==> src/tpc_pkg.sv <==
package tpc_pkg;
   localparam int          ADDR_W        = 8;
   // Register indices; byte address is four times the index
   localparam logic [5:0]  IDX_STAT0     = 6'h00;
   localparam logic [5:0]  IDX_STAT1     = 6'h01;
   localparam logic [5:0]  IDX_CFG0      = 6'h02;
   localparam logic [5:0]  IDX_CFG1      = 6'h03;
   localparam logic [5:0]  IDX_TEMP      = 6'h04;
   localparam logic [5:0]  IDX_VINT      = 6'h05;
   localparam logic [5:0]  IDX_THR_LO    = 6'h08;
   localparam logic [5:0]  IDX_THR_HI    = 6'h09;
   localparam logic [5:0]  IDX_HIST_LO   = 6'h0a;
   localparam logic [5:0]  IDX_HIST_HI   = 6'h0b;
   localparam logic [5:0]  IDX_CLR       = 6'h0c;
   localparam logic [5:0]  IDX_FREQ      = 6'h0d;
   localparam logic [5:0]  IDX_CNT_SYNC  = 6'h0e;
   localparam logic [5:0]  IDX_CNT_T1    = 6'h0f;
   localparam logic [5:0]  IDX_CNT_T2    = 6'h10;
   localparam logic [5:0]  IDX_VERSION   = 6'h11;
   localparam logic [5:0]  IDX_CRATE     = 6'h12;
   localparam logic [5:0]  IDX_CFG3      = 6'h13;
   localparam logic [5:0]  IDX_CFG4      = 6'h14;
   // Config word 1 field positions
   localparam int          CFG1_HIST_ARM = 0;
   localparam int          CFG1_INIT_TRX = 1;
   localparam int          CFG1_FIB_RST  = 2;
   localparam int          CFG1_ALIGN_EN = 3;
   localparam logic [15:0] REG_RESET_VAL = 16'h0000;
   localparam logic [1:0]  RESP_OKAY     = 2'h0;
   localparam logic [1:0]  RESP_SLVERR   = 2'h2;
   localparam logic [14:0] FW_VERSION    = 15'h0001; // Arbitrary value
   // Frequency gate: board clock arrives divided by four
   localparam int          CLK_PERIOD_NS = 10;
   localparam int          FREQ_GATE_NS  = 4000;
   localparam int          FREQ_GATE_CYC = FREQ_GATE_NS / CLK_PERIOD_NS;
endpackage

==> src/tpc_regs.sv <==
// Chosen here: the AXI4-Lite slave port.
`timescale 1ns/100ps
module tpc_regs
   import tpc_pkg::*;
(
   input  wire logic              clk_sys_i,
   input  wire logic              arst_n_i,
   // AXI4-Lite slave
   input  wire logic [ADDR_W-1:0] awaddr_i,
   input  wire logic              awvalid_i,
   output      logic              awready_o,
   input  wire logic [31:0]       wdata_i,
   input  wire logic [3:0]        wstrb_i,
   input  wire logic              wvalid_i,
   output      logic              wready_o,
   output      logic [1:0]        bresp_o,
   output      logic              bvalid_o,
   input  wire logic              bready_i,
   input  wire logic [ADDR_W-1:0] araddr_i,
   input  wire logic              arvalid_i,
   output      logic              arready_o,
   output      logic [31:0]       rdata_o,
   output      logic [1:0]        rresp_o,
   output      logic              rvalid_o,
   input  wire logic              rready_i,
   // Status sources, bit n is payload n+1
   input  wire logic [5:0]        chan_up_i,
   input  wire logic [11:0]       lane_up_i,
   input  wire logic              fiber_ready_i,
   input  wire logic              fiber_remote_up_i,
   input  wire logic              fiber_byte_align_i,
   input  wire logic              fiber_chan_align_i,
   input  wire logic              sum_error_i,
   input  wire logic              alignment_complete_i,
   input  wire logic              history_ready_i,
   input  wire logic [31:0]       history_data_i,
   input  wire logic [15:0]       die_temp_i,
   input  wire logic [15:0]       core_volt_i,
   input  wire logic [31:0]       final_sum_i,
   // Signal distribution board inputs
   input  wire logic              sync_i,
   input  wire logic              first_trigger_i,
   input  wire logic              second_trigger_i,
   input  wire logic              dist_clk_div4_i,
   // Control outputs
   output      logic [5:0]        payload_enable_o,
   output      logic              history_arm_o,
   output      logic              init_trx_o,
   output      logic              fiber_reset_o,
   output      logic              align_enable_o,
   output      logic              align_strobe_o,
   output      logic              history_advance_o,
   output      logic              trigger_out_o,
   output      logic [15:0]       crate_id_o,
   output      logic [3:0]        fp_input_en_o,
   output      logic              coarse_map_sel_o,
   output      logic [3:0]        coinc_window_o,
   output      logic [6:0]        cal_window_o,
   output      logic [15:0]       cal_threshold_o
);

   typedef struct packed {
      logic             awready;
      logic             wready;
      logic             aw_full;
      logic [5:0]       aw_idx;
      logic             w_full;
      logic [15:0]      wdata;
      logic [1:0]       wstrb;
      logic             bvalid;
      logic [1:0]       bresp;
      logic             arready;
      logic             rvalid;
      logic [1:0]       rresp;
      logic [31:0]      rdata;
      logic [5:0]       cfg0;
      logic [3:0]       cfg1;
      logic [15:0]      thr_lo;
      logic [15:0]      thr_hi;
      logic [2:0]       clr_ctl;
      logic [15:0]      crate;
      logic [15:0]      cfg3;
      logic [15:0]      cfg4;
      logic [2:0]       edge_prev;
      logic [2:0][15:0] cnt;
      logic             dclk_prev;
      logic [8:0]       gate_cnt;
      logic [8:0]       dclk_edges;
      logic [7:0]       freq;
      logic             trig_out;
      logic             align_stb;
      logic             hist_adv;
   } tpc_state_t;

   tpc_state_t s_reg;
   tpc_state_t s_next;

   function automatic logic [15:0] merge16(input logic [15:0] old_v,
                                          input logic [15:0] new_v,
                                          input logic [1:0]  strb);
      logic [15:0] r;
      r = old_v;
      if (strb[0]) begin
         r[7:0] = new_v[7:0];
      end
      if (strb[1]) begin
         r[15:8] = new_v[15:8];
      end
      return r;
   endfunction

   always_comb begin
      logic [15:0] rd;
      logic        rd_err;
      logic [2:0]  clr;
      logic [2:0]  ev;
      logic [5:0]  ridx;
      logic [15:0] mrg;
      mrg    = 16'h0000;
      rd     = 16'h0000;
      rd_err = 1'b0;
      clr    = 3'h0;
      ev     = {second_trigger_i, first_trigger_i, sync_i};
      ridx   = araddr_i[7:2];
      s_next = s_reg;
      s_next.hist_adv  = 1'b0;
      s_next.align_stb = 1'b0;

      // Write address and data taken independently
      if (s_reg.awready && awvalid_i) begin
         s_next.aw_full = 1'b1;
         s_next.aw_idx  = awaddr_i[7:2];
      end
      if (s_reg.wready && wvalid_i) begin
         s_next.w_full = 1'b1;
         s_next.wdata  = wdata_i[15:0];
         s_next.wstrb  = wstrb_i[1:0];
      end
      if (s_reg.bvalid && bready_i) begin
         s_next.bvalid = 1'b0;
      end
      if (s_reg.aw_full && s_reg.w_full && !s_reg.bvalid) begin
         s_next.aw_full = 1'b0;
         s_next.w_full  = 1'b0;
         s_next.bvalid  = 1'b1;
         s_next.bresp   = RESP_OKAY;
         case (s_reg.aw_idx)
            IDX_CFG0: begin
               mrg         = merge16({10'h000, s_reg.cfg0}, s_reg.wdata, s_reg.wstrb);
               s_next.cfg0 = mrg[5:0];
            end
            IDX_CFG1: begin
               mrg         = merge16({12'h000, s_reg.cfg1}, s_reg.wdata, s_reg.wstrb);
               s_next.cfg1 = mrg[3:0];
            end
            IDX_THR_LO: s_next.thr_lo = merge16(s_reg.thr_lo, s_reg.wdata, s_reg.wstrb);
            IDX_THR_HI: s_next.thr_hi = merge16(s_reg.thr_hi, s_reg.wdata, s_reg.wstrb);
            IDX_CLR: begin
               mrg            = merge16({13'h0000, s_reg.clr_ctl}, s_reg.wdata, s_reg.wstrb);
               s_next.clr_ctl = mrg[2:0];
               clr            = mrg[2:0];
            end
            IDX_CRATE: s_next.crate = merge16(s_reg.crate, s_reg.wdata, s_reg.wstrb);
            IDX_CFG3:  s_next.cfg3  = merge16(s_reg.cfg3, s_reg.wdata, s_reg.wstrb);
            IDX_CFG4:  s_next.cfg4  = merge16(s_reg.cfg4, s_reg.wdata, s_reg.wstrb);
            IDX_STAT0, IDX_STAT1, IDX_TEMP, IDX_VINT, IDX_HIST_LO, IDX_HIST_HI,
            IDX_FREQ, IDX_CNT_SYNC, IDX_CNT_T1, IDX_CNT_T2, IDX_VERSION: begin
               s_next.bresp = RESP_OKAY;
            end
            default: s_next.bresp = RESP_SLVERR;
         endcase
      end
      s_next.awready = !s_next.aw_full;
      s_next.wready  = !s_next.w_full;

      // Read mux
      case (ridx)
         IDX_STAT0: rd = {chan_up_i[1], chan_up_i[4], chan_up_i[0], chan_up_i[2],
                          lane_up_i[11:10], lane_up_i[7:6], lane_up_i[3:2],
                          lane_up_i[9:8], lane_up_i[1:0], lane_up_i[5:4]};
         IDX_STAT1: rd = {6'h00, alignment_complete_i, sum_error_i,
                          fiber_ready_i, fiber_remote_up_i,
                          fiber_byte_align_i, fiber_chan_align_i,
                          history_ready_i,
                          chan_up_i[5], &chan_up_i, chan_up_i[3]};
         IDX_CFG0:     rd = {10'h000, s_reg.cfg0};
         IDX_CFG1:     rd = {12'h000, s_reg.cfg1};
         IDX_TEMP:     rd = die_temp_i;
         IDX_VINT:     rd = core_volt_i;
         IDX_THR_LO:   rd = s_reg.thr_lo;
         IDX_THR_HI:   rd = s_reg.thr_hi;
         IDX_HIST_LO:  rd = history_data_i[15:0];
         IDX_HIST_HI:  rd = history_data_i[31:16];
         IDX_CLR:      rd = {13'h0000, s_reg.clr_ctl};
         IDX_FREQ:     rd = {8'h00, s_reg.freq};
         IDX_CNT_SYNC: rd = s_reg.cnt[0];
         IDX_CNT_T1:   rd = s_reg.cnt[1];
         IDX_CNT_T2:   rd = s_reg.cnt[2];
         IDX_VERSION:  rd = {1'b0, FW_VERSION};
         IDX_CRATE:    rd = s_reg.crate;
         IDX_CFG3:     rd = s_reg.cfg3;
         IDX_CFG4:     rd = s_reg.cfg4;
         default:      rd_err = 1'b1;
      endcase
      if (s_reg.rvalid && rready_i) begin
         s_next.rvalid = 1'b0;
      end
      if (s_reg.arready && arvalid_i) begin
         s_next.rvalid = 1'b1;
         s_next.rdata  = {16'h0000, rd};
         s_next.rresp  = rd_err ? RESP_SLVERR : RESP_OKAY;
         if (ridx == IDX_HIST_HI) begin
            s_next.hist_adv = 1'b1;
         end
      end
      s_next.arready = !s_next.rvalid;

      // Edge counters; an edge in the clearing cycle still counts
      for (int i = 0; i < 3; i++) begin
         if (clr[i]) begin
            s_next.cnt[i] = 16'h0000;
         end
         if (ev[i] && !s_reg.edge_prev[i]) begin
            s_next.cnt[i] = (clr[i] ? 16'h0000 : s_reg.cnt[i]) + 16'h0001;
         end
      end
      s_next.edge_prev = ev;

      // Frequency: edges of divided clock over the gate give MHz
      s_next.dclk_prev = dist_clk_div4_i;
      if (s_reg.gate_cnt == 9'(FREQ_GATE_CYC - 1)) begin
         s_next.gate_cnt   = 9'h000;
         s_next.dclk_edges = 9'h000;
         s_next.freq       = s_reg.dclk_edges[8] ? 8'hff : s_reg.dclk_edges[7:0];
      end else begin
         s_next.gate_cnt = s_reg.gate_cnt + 9'h001;
         if (dist_clk_div4_i && !s_reg.dclk_prev && !s_reg.dclk_edges[8]) begin
            s_next.dclk_edges = s_reg.dclk_edges + 9'h001;
         end
      end

      s_next.trig_out  = final_sum_i > {s_reg.thr_hi, s_reg.thr_lo};
      s_next.align_stb = s_reg.cfg1[CFG1_ALIGN_EN] && s_reg.edge_prev[0] && !sync_i;
   end

   always_ff @(posedge clk_sys_i or negedge arst_n_i) begin
      if (!arst_n_i) begin
         s_reg         <= '0;
         s_reg.awready <= 1'b1;
         s_reg.wready  <= 1'b1;
         s_reg.arready <= 1'b1;
         s_reg.thr_lo  <= REG_RESET_VAL;
         s_reg.thr_hi  <= REG_RESET_VAL;
         s_reg.crate   <= REG_RESET_VAL;
         s_reg.cfg3    <= REG_RESET_VAL;
         s_reg.cfg4    <= REG_RESET_VAL;
      end else begin
         s_reg <= s_next;
      end
   end

   assign awready_o         = s_reg.awready;
   assign wready_o          = s_reg.wready;
   assign bresp_o           = s_reg.bresp;
   assign bvalid_o          = s_reg.bvalid;
   assign arready_o         = s_reg.arready;
   assign rdata_o           = s_reg.rdata;
   assign rresp_o           = s_reg.rresp;
   assign rvalid_o          = s_reg.rvalid;
   assign payload_enable_o  = s_reg.cfg0;
   assign history_arm_o     = s_reg.cfg1[CFG1_HIST_ARM];
   assign init_trx_o        = s_reg.cfg1[CFG1_INIT_TRX];
   assign fiber_reset_o     = s_reg.cfg1[CFG1_FIB_RST];
   assign align_enable_o    = s_reg.cfg1[CFG1_ALIGN_EN];
   assign align_strobe_o    = s_reg.align_stb;
   assign history_advance_o = s_reg.hist_adv;
   assign trigger_out_o     = s_reg.trig_out;
   assign crate_id_o        = s_reg.crate;
   assign fp_input_en_o     = s_reg.cfg3[15:12];
   assign coarse_map_sel_o  = s_reg.cfg3[11];
   assign coinc_window_o    = s_reg.cfg3[10:7];
   assign cal_window_o      = s_reg.cfg3[6:0];
   assign cal_threshold_o   = s_reg.cfg4;
endmodule // tpc_regs
==> config.mk <==
export PLATFORM = sky130hd
export DESIGN_NAME = tpc_regs
export DESIGN_NICKNAME = d
export VERILOG_FILES = /design/src/tpc_pkg.sv /design/src/tpc_regs.sv
export SDC_FILE = /design/constraint.sdc
export NUM_CORES = 1
export LEC_CHECK = 0
export ABC_AREA = 1
export CAP_MARGIN = 15
export CORE_MARGIN = 2
export CORE_UTILIZATION = 55
export DETAILED_ROUTE_END_ITERATION = 8
export DONT_BUFFER_PORTS = 1
export PLACE_DENSITY = 0.76
export SYNTH_ARGS = -nofsm -noshare
export SYNTH_HDL_FRONTEND = slang
export SYNTH_SLANG_ARGS = --single-unit
==> constraint.sdc <==
create_clock -name clk_sys_i -period 3.35 [get_ports clk_sys_i]
set_input_delay 0.67 -clock clk_sys_i [delete_from_list [all_inputs] [get_ports clk_sys_i]]
set_output_delay 0.67 -clock clk_sys_i [all_outputs]
set_load 0.005 [all_outputs]
== Word-level counts from Yosys, hierarchy flattened ==
Index checks and enable logic that the tools add are counted.
Cells by class
  $add $sub $neg: 5
  $lt $le $gt $ge: 1
  eq/ne operators: 37
  multiplexer cells: 25
  reductions and logical operators: 44
Operators by type and width (number)
  16-bit one-hot mux with 19 select lines: 1
  6-bit by 4-bit equality test with 1-bit output (second input constant): 16
  16-bit 2-to-1 mux: 6
  6-bit by 5-bit equality test with 1-bit output (second input constant): 10
  16-bit by 1-bit adder with 16-bit output (second input constant): 3
  19-bit OR reduction: 2
  3-bit AND reduction: 12
  35-bit 2-to-1 mux: 1
  32-bit > comparator: 1
  6-bit by 2-bit equality test with 1-bit output (second input constant): 4
  6-bit by 3-bit equality test with 1-bit output (second input constant): 4
  19-bit 2-to-1 mux: 1
  9-bit by 1-bit adder with 9-bit output (second input constant): 2
  18-bit 2-to-1 mux: 1
  1-bit logical AND: 14
  6-bit by 1-bit equality test with 1-bit output (second input constant): 2
  6-bit zero test: 2
  3-bit 2-to-1 mux: 4
  1-bit zero test: 10
  9-bit equality test (second input constant): 1
  9-bit 2-to-1 mux: 1
  8-bit 2-to-1 mux: 1
  7-bit 2-to-1 mux: 1
  1-bit 2-to-1 mux: 6
  other kinds (4): 6
Storage, ports and cells
  flip-flop bits (word level): 225
  bits of input ports: 184
  output and inout port bits: 102
  word-level logic and storage cells: 149

== Depth between registers and ports, before layout ==
Gate-level depths: netlist of run 1.
  depth after elaboration: 6
  depth in mapped cells: 17
  mapped depth without buffers: 15

== Worst setup path before layout of run 1 ==
No wires, ideal clock.
  path type: register -> register
  start: register s_reg, in the netlist bvalid_o
  end: register s_reg[72] (netlist name)
  setup time: 0.121 ns
  arrival time: 2.107 ns
  required time: 3.229 ns
  slack: 1.122 ns
  cell stages (with the launch flop): 16
  path buffers: 2
  period minus slack after synthesis: 2.228 ns
  cell sequence: dfrtp_1 > inv_1 > nand3_2 > nor2_1 > nand3_2 > buf_6 > buf_2 > nand2_1 > inv_1 > ha_1 > inv_1 > nor2_1 > nand4_1 > nor2_2 > nand2_1 > xor2_1
RTL lines
  from (decl): RTL line tpc_regs.sv:95  | tpc_state_t s_reg;
  from (signal assigned): RTL line tpc_regs.sv:258  | s_reg <= s_next;

==> reports/results.ini, run 1 <==
[power_and_ir_drop]
leakagePower_nw=6.242
switching_share_pct=36.10
p_int_mw=5.792
pwr-share-comb_pct=24.6
pwr-share-seq_pct=46.7
pwr-share-clk_pct=28.7
total_power_mw=9.065
powerDensity_nw_per_um2=698.7
netSwitchingPower_mw=3.273
peakVddDrop_mv=0.5188

[placement]
post-place-ws_ps=742.1
placedCellCount=1801
place_congestion=0.9846
portBuffers=0
dp_hpwl_um=28770
place_area_um2=12200

[layout]
fin_area_um2=12970
final_common_cell=nand2_1
final_cell_mix=nand2_1, dfrtp_1, inv_1
drive_gt1_share_pct=6.615
layout.cells.non_filler=1842
largest_reg_flops=139
synthToLayoutAreaGrowth_pct=2.653
final_util_pct=57.48
final_nets=1763
diodes=0

[route]
wl_um=37890
viasPerCell=5.760
routedWlPerCell_um=20.57
drtIter0Drc=1153
ant_nets=0
vias=10610
drc_errors=0
first_pass_iters=8

[clocking]
root_buffer=clkbuf_16
ctsResizeCount=0
cts-buffers-inserted=24
clkLatencyLatePin_ps=520
cts.sinks=223
tritoncts=built
htree_levels=1
cts.clk_slew.worst_paths_ps=60
clockBufferDepth=3
post_cts_buffers=0

[timing]
setup_viol=0
max-slew-margin-rel_pct=53.97
final.setup.tns_ps=0
whs_ps=-135.7
timing.fmax_ghz=0.3723
min_period_over_period_pct=80.17
hold_viol=220
tightest_slew_ps=688.9
layout_min_cycle_time_ps=2686
rsz0062_at_grt=no
skew_ps=16.20
drv_slew=0
setup_slack_ps=664.3

[die]
core_um2=22570
start_util_pct=55.99
core.rowCount=55
die_area_um2=24210
die_w_um=155.6
io_pins=286
die_h_um=155.6

[worst_setup_path]
path_max_fanout=25
critPathRequiredTime_ps=3740
reg2reg_depth=14
rr_endpoint=s_reg[40]
start_kind=register
rrSetupSlack_ps=660
crit_path_end_kind=register
critPathKind=register to register
reg2reg_from=s_reg[235]
cp_data_arrival_time_ps=3080

[yosys]
ys_seq_area_share_pct=44.18
synth_cells=1619
synthDistinctLibCells=40
synth-seq-cells=223
synth_warnings=0
synth_area_um2=12640
synthFlopType=dfrtp_1
synth_edf_count=0
syn_avg_cell_area_um2=7.806
ys_async_sr_fraction_pct=100.0

[outcome]
violations=hold timing
status=complete, but fails checks

[global_route]
grt_max_degree=224
grt_usage_pct=31.06
grt_pass1_wl_um=57460
gr-total-overflow=0
antenna_found_initial=0
grt_pass1_vias=10030

[run]
drv_cap=0

[worst_hold_path]
hold_class=input pin to asynchronous set/reset pin

power groups by stage:
| stage | Clock [mW] | Combinational [mW] | Sequential [mW] |
|---|---|---|---|
| 6_report | 2.60 | 2.23 | 4.23 |
| 3_3_place_gp | 0 | 2.13 | 4.24 |
| 2_1_floorplan | 0 | 2.01 | 3.95 |
| 5_1_grt | 2.72 | 2.58 | 4.33 |
| 3_5_place_dp | 0 | 2.20 | 4.26 |
| 4_1_cts | 2.62 | 2.22 | 4.22 |
cell type report:
type | instances | area (µm²)
clock buffer | 39 | 768.2
clock inverter | 2 | 10.01
fill | 2084 | 9598
inverter | 178 | 668.1
multi-input combinational | 1109 | 5542
sequential | 223 | 5584
tap | 285 | 356.6
timing repair buffer | 6 | 45.04
kinds of logic (layout without fill, tap and decap cells):
family | Yosys count | in the layout | synth area share, %
flops | 223 | 223 | 44.18
buf+inv | 304 | 225 | 12.47
xor+xnor | 36 | 36 | 2.495
fa+ha+maj | 37 | 37 | 3.663
compound gates | 239 | 239 | 10.17
other cells | 1 | 18 | 0.02967
simple gates | 779 | 779 | 26.99
worst max path at each step:
stage | from | end | slack, ps | cells after the start
floorplan | bvalid_o | s_reg[72] | 1120 | 15
global route | s_reg[235] | s_reg[42] | 480 | 15
finish | s_reg[235] | s_reg[40] | 660 | 14
global placement | s_reg[235] | s_reg[38] | 790 | 14
CTS | s_reg[235] | s_reg[40] | 700 | 14
detailed placement | s_reg[235] | s_reg[40] | 740 | 14
synth_stat cells (10+ instances only):
library cell	instances	area, µm²
nand2_1	497	1866
nor2_1	94	352.8
clkbuf_1	12	45.04
a22oi_1	12	90.09
nor2_4	12	135.1
xnor2_1	10	87.58
buf_4	97	728.2
dfrtp_1	220	5505
nand4_1	42	262.8
inv_1	167	626.9
xor2_1	26	227.7
o21ai_0	159	795.8
a21oi_1	39	195.2
ha_1	37	462.9
nand3_1	59	295.3
nand2_2	10	62.56
nor3_1	25	125.1
nor2_2	11	68.82
metal layers:
metal	GRT usage, %	routed length, µm
met1	39.50	14830
met2	49.52	16950
met3	9.944	4459
met4	12.36	1655
met5	0	0
worst max-delay path, stage by stage, from the launching register on:
cell and delay [ps]:
dfrtp_1 460, nand2_2 100, inv_1 50, nand3_2 70, nor2_4 60, nand2_4 240, nand2_1 160, inv_1 90
ha_1 140, inv_1 40, nor2_1 160, nand4_1 200, nor2_1 470, nand2_1 140, xor2_1 170
No activity file was read; power rests on OpenSTA's default activity.
==> run 2, diff against run 1 <==
- clock period: 3.35 -> 2.75 ns (I/O delays scaled with it)
==> run 2 against run 1 <==
Net effect:
- the run still ends with hold timing left
- first-iteration DRC count down 6.8%
- die area stayed put
- utilization is 0.60 points higher
- critical path depth increased by 1
- largest cell class unchanged
- sequential power rose by 21%
- register-to-register slack lost 290 ps
- hold slack got worse by 140 ps
- fmax increased by 13%
- critical endpoint is now s_reg[56]
==> reports/results.ini, run 2 (synthesis gave the netlist of run 1 again) <==
[outcome]
status=complete, but fails checks
violations=hold timing

[clocking]
cts.clk_slew.worst_paths_ps=60
cts.sinks=223
tritoncts=built
ctsResizeCount=0
clockBufferDepth=3
clkLatencyLatePin_ps=530
root_buffer=clkbuf_16
htree_levels=1
cts-buffers-inserted=26

[die]
die_h_um=155.6
core_um2=22570
core.rowCount=55
io_pins=286
die_area_um2=24210
die_w_um=155.6
start_util_pct=55.99

[timing]
hold_viol=221
max-slew-margin-rel_pct=51.95
tightest_slew_ps=719.0
timing.fmax_ghz=0.4201
min_period_over_period_pct=86.55
layout_min_cycle_time_ps=2380
final.setup.tns_ps=0
setup_viol=0
whs_ps=-275.8
rsz0062_at_grt=no
drv_slew=0
skew_ps=11.70

[placement]
placedCellCount=1809
dp_hpwl_um=28900
portBuffers=0
place_congestion=1.004

[worst_setup_path]
path_max_fanout=25
critPathKind=register to register
critPathRequiredTime_ps=3160
crit_path_end_kind=register
start_kind=register
rrSetupSlack_ps=370
cp_data_arrival_time_ps=2790

[route]
drc_errors=0
first_pass_iters=6
ant_nets=0
drtIter0Drc=1075
viasPerCell=5.779
wl_um=38170
routedWlPerCell_um=20.58
vias=10720

[power_and_ir_drop]
leakagePower_nw=6.315
pwr-share-clk_pct=30.2
p_int_mw=7.230
peakVddDrop_mv=0.6046
switching_share_pct=35.92
pwr-share-seq_pct=45.5
powerDensity_nw_per_um2=860.7
netSwitchingPower_mw=4.053
pwr-share-comb_pct=24.3

[global_route]
antenna_found_initial=1
gr-total-overflow=0
grt_usage_pct=31.78
grt_pass1_wl_um=58450
grt_pass1_vias=10370
grt_max_degree=224

[layout]
final_common_cell=nand2_1
final_nets=1773
largest_reg_flops=139
synthToLayoutAreaGrowth_pct=3.722
layout.cells.non_filler=1855
drive_gt1_share_pct=7.334
final_util_pct=58.08
final_cell_mix=nand2_1, dfrtp_1, inv_1

[run]
drv_cap=0

[worst_hold_path]
hold_class=input pin to asynchronous set/reset pin

[run 2: layout make-up]
type / count / area [µm²]
repair buffers: 14 / 105.1
diodes: 2 / 5.005
fillers: 2033 / 9463
flip-flops and latches: 223 / 5584
multi-input cells: 1109 / 5542
clock inverters: 6 / 61.31
well taps: 285 / 356.6
inverters: 178 / 668.1
clock buffers: 38 / 787.0
[run 2: what timing repair did]
action / 4_1_cts / 5_1_grt
setup buffers: 0 / 0
hold endpoints to repair: 223 / 223
setup endpoints to repair: 0 / 0
[run 2: per-layer routing]
metal	vias to the layer above	GRT usage [%]	share of wire [%]
met5	-	0	0
met3	112	10.00	12
met2	596	50.06	44
met4	0	13.76	4.8
met1	5028	40.57	39
li1	4984	-	-
[run 2: path summary, 6_finish.rpt]
check | from | end | cells after the start
worst max register to register | s_reg[235] | s_reg[56] | 15
worst min register to register | s_reg[20] | s_reg[20] | 1
worst max-delay path | s_reg[235] | s_reg[56] | 15
worst min-delay path | arst_n_i | rdata_o[13] | 0
max in group asynchronous | arst_n_i | s_reg[26] | 0
min in group clk_sys_i | first_trigger_i | s_reg[79] | 0
[run 2: power groups by stage]
stage,logic (mW),registers (mW),clock network (mW)
2_1_floorplan,2.45,4.82,0
3_3_place_gp,2.60,5.13,0
3_5_place_dp,2.70,5.16,0
4_1_cts,2.72,5.11,3.44
5_1_grt,3.16,5.25,3.57
6_report,2.74,5.13,3.41
[run 2: metrics by stage]
| stage | total power [mW] | hold WS [ps] | setup WS, ps | cell area, µm² |
|---|---|---|---|---|
| 2_1_floorplan | 7.268 | 254.4 | 521.9 | 12700 |
| 3_3_place_gp | 7.729 | 270.6 | 435.5 | 12260 |
| 3_5_place_dp | 7.857 | 268.2 | 396.1 | 12260 |
| 4_1_cts | 11.27 | -284.9 | 385.4 | 13100 |
| 5_1_grt | 11.97 | -287.6 | 142.8 | 13110 |
| 6_report | 11.28 | -275.8 | 369.8 | 13110 |
[run 2: critical path: stages (launching register included)]
cell     delay (ps)
dfrtp_1         450
nand2_2         110
inv_1            50
nand3_2          70
nor2_4           60
nand2_4         240
nand2_1         170
inv_1            90
ha_1            140
inv_1            40
nor2_1          170
nand4_1         170
nor2_1          130
buf_4           160
nand2_1          70
xor2_1          150
==> run 3, diff against run 2 <==
- CTS_BUF_LIST: unset -> sky130_fd_sc_hd__clkbuf_16
==> run 3 against run 2 <==
Net effect:
- the flow still finishes with violations (hold timing)
- largest power group unchanged
- highest routed layer unchanged
- power shrank 2.0%
- sequential power is essentially flat
- non-clock buffer count is the same
- critical path type unchanged
- utilization shrank 0.32 points
==> reports/results.ini, run 3 (synthesis gave the netlist of run 1 again) <==
[clocking]
clockBufferDepth=3
post_cts_buffers=0
tritoncts=built
clkLatencyLatePin_ps=530
cts-buffers-inserted=26
cts.clk_slew.worst_paths_ps=60
root_buffer=clkbuf_16
ctsResizeCount=0
htree_levels=1
cts.sinks=223

[timing]
skew_ps=10.48
timing.fmax_ghz=0.4199
max-slew-margin-rel_pct=53.90
drv_slew=0
tightest_slew_ps=691.6
setup_slack_ps=368.3
setup_viol=0
min_period_over_period_pct=86.61
layout_min_cycle_time_ps=2382
rsz0062_at_grt=no
final.setup.tns_ps=0
hold_viol=221
whs_ps=-272.2

[worst_setup_path]
cp_data_arrival_time_ps=2790
crit_path_end_kind=register
worst_path_max_delay_cell=dfrtp_1
reg2reg_depth=15
critPathKind=register to register
crit_top_cell=inv_1
rr_endpoint=s_reg[56]
rrSetupSlack_ps=370
start_kind=register
cpPeakStageDelay_ps=450
critPathRequiredTime_ps=3160
crit_chain=nand2_2, inv_1, nand3_2, nor2_4, nand2_4, nand2_1, inv_1, ha_1, inv_1, nor2_1, nand4_1, nor2_1, buf_4, nand2_1, xor2_1
reg2reg_from=s_reg[235]
path_max_fanout=25

[layout]
fillerInstances=2047
largest_reg_flops=139
synthToLayoutAreaGrowth_pct=3.149
multi_input_area_um2=5542
final_cell_mix=nand2_1, dfrtp_1, inv_1
drive_gt1_share_pct=6.888
final_common_cell=nand2_1
final-seq-area_um2=5584
final_util_pct=57.76
fin_area_um2=13040
final_nets=1773

[outcome]
status=complete, but fails checks
violations=hold timing

[global_route]
grt_pass1_vias=10330
grt_max_degree=224
use_met1_pct=40.81
gr-total-overflow=0
grt_pass1_wl_um=58390
use_met2_pct=49.96
antenna_found_initial=1
grt.busiest_layer=met2
grt_usage_pct=31.74
met3_usage_pct=9.694

[die]
core_um2=22570
die_w_um=155.6
die_h_um=155.6
die_area_um2=24210
io_pins=286
core.rowCount=55
start_util_pct=55.99

[power_and_ir_drop]
powerDensity_nw_per_um2=848.5
leakagePower_nw=6.292
peakVddDrop_mv=0.6032

[placement]
portBuffers=0
place_congestion=1.004
place_area_um2=12260
dp_hpwl_um=28900
post-place-ws_ps=396.1

[route]
viasPerCell=5.749
routedWlPerCell_um=20.55
drtIter0Drc=1105
first_pass_iters=6
wl_um=38110
vias=10660
ant_nets=0
drc_errors=0

[worst_hold_path]
hold_class=input pin to asynchronous set/reset pin

[run]
drv_cap=0

run 3: changes by cell type in the layout (fill, tap and decap cells not counted):
cell and change:
clkinv_1 +7, clkbuf_1 -4, inv_1 +4, diode_2 -1, clkbuf_8 -7
run 3: worst max path at each step:
| stage | endpoint | from |
|---|---|---|
| 2_1_floorplan | s_reg[72] | bvalid_o |
| 3_3_place_gp | s_reg[56] | s_reg[235] |
| 3_5_place_dp | s_reg[56] | s_reg[235] |
| 4_1_cts | s_reg[56] | s_reg[235] |
| 5_1_grt | s_reg[60] | s_reg[235] |
| 6_report | s_reg[56] | s_reg[235] |
run 3: report_power, final:
part	total [mW]	internal (mW)	leakage, nW	switching (mW)
logic	2.74	0.923	3.04	1.82
clock network	3.19	1.85	0.395	1.34
registers	5.13	4.25	2.86	0.886
run 3: layout make-up:
class | instances | share of cell area, %
well taps | 285 | 2.735
diodes | 1 | 0.01920
flip-flops and latches | 223 | 42.84
inverters | 178 | 5.125
clock inverters | 17 | 0.7870
clock buffers | 27 | 5.183
repair buffers | 14 | 0.8062
multi-input cells | 1109 | 42.51
run 3: critical path, delay by kind of cell, from the launching register on:
kind | cells | cell delay (ps)
buf+inv | 4 | 340
xor+xnor | 1 | 160
fa+ha+maj | 1 | 140
simple gates | 9 | 1180
flops | 1 | 450
run 3: routing by layer:
| metal | vias up | share of wire [%] |
|---|---|---|
| li1 | 4985 | - |
| met1 | 5017 | 39 |
| met2 | 547 | 44 |
| met3 | 109 | 12 |
| met4 | 0 | 4.8 |
| met5 | - | 0 |
run 3: metrics by stage:
stage | cells | total power, mW
2_1_floorplan | 1636 | 7.268
3_3_place_gp | 1809 | 7.729
3_5_place_dp | 1809 | 7.857
4_1_cts | 1853 | 11.05
5_1_grt | 1854 | 11.76
6_report | 1854 | 11.06
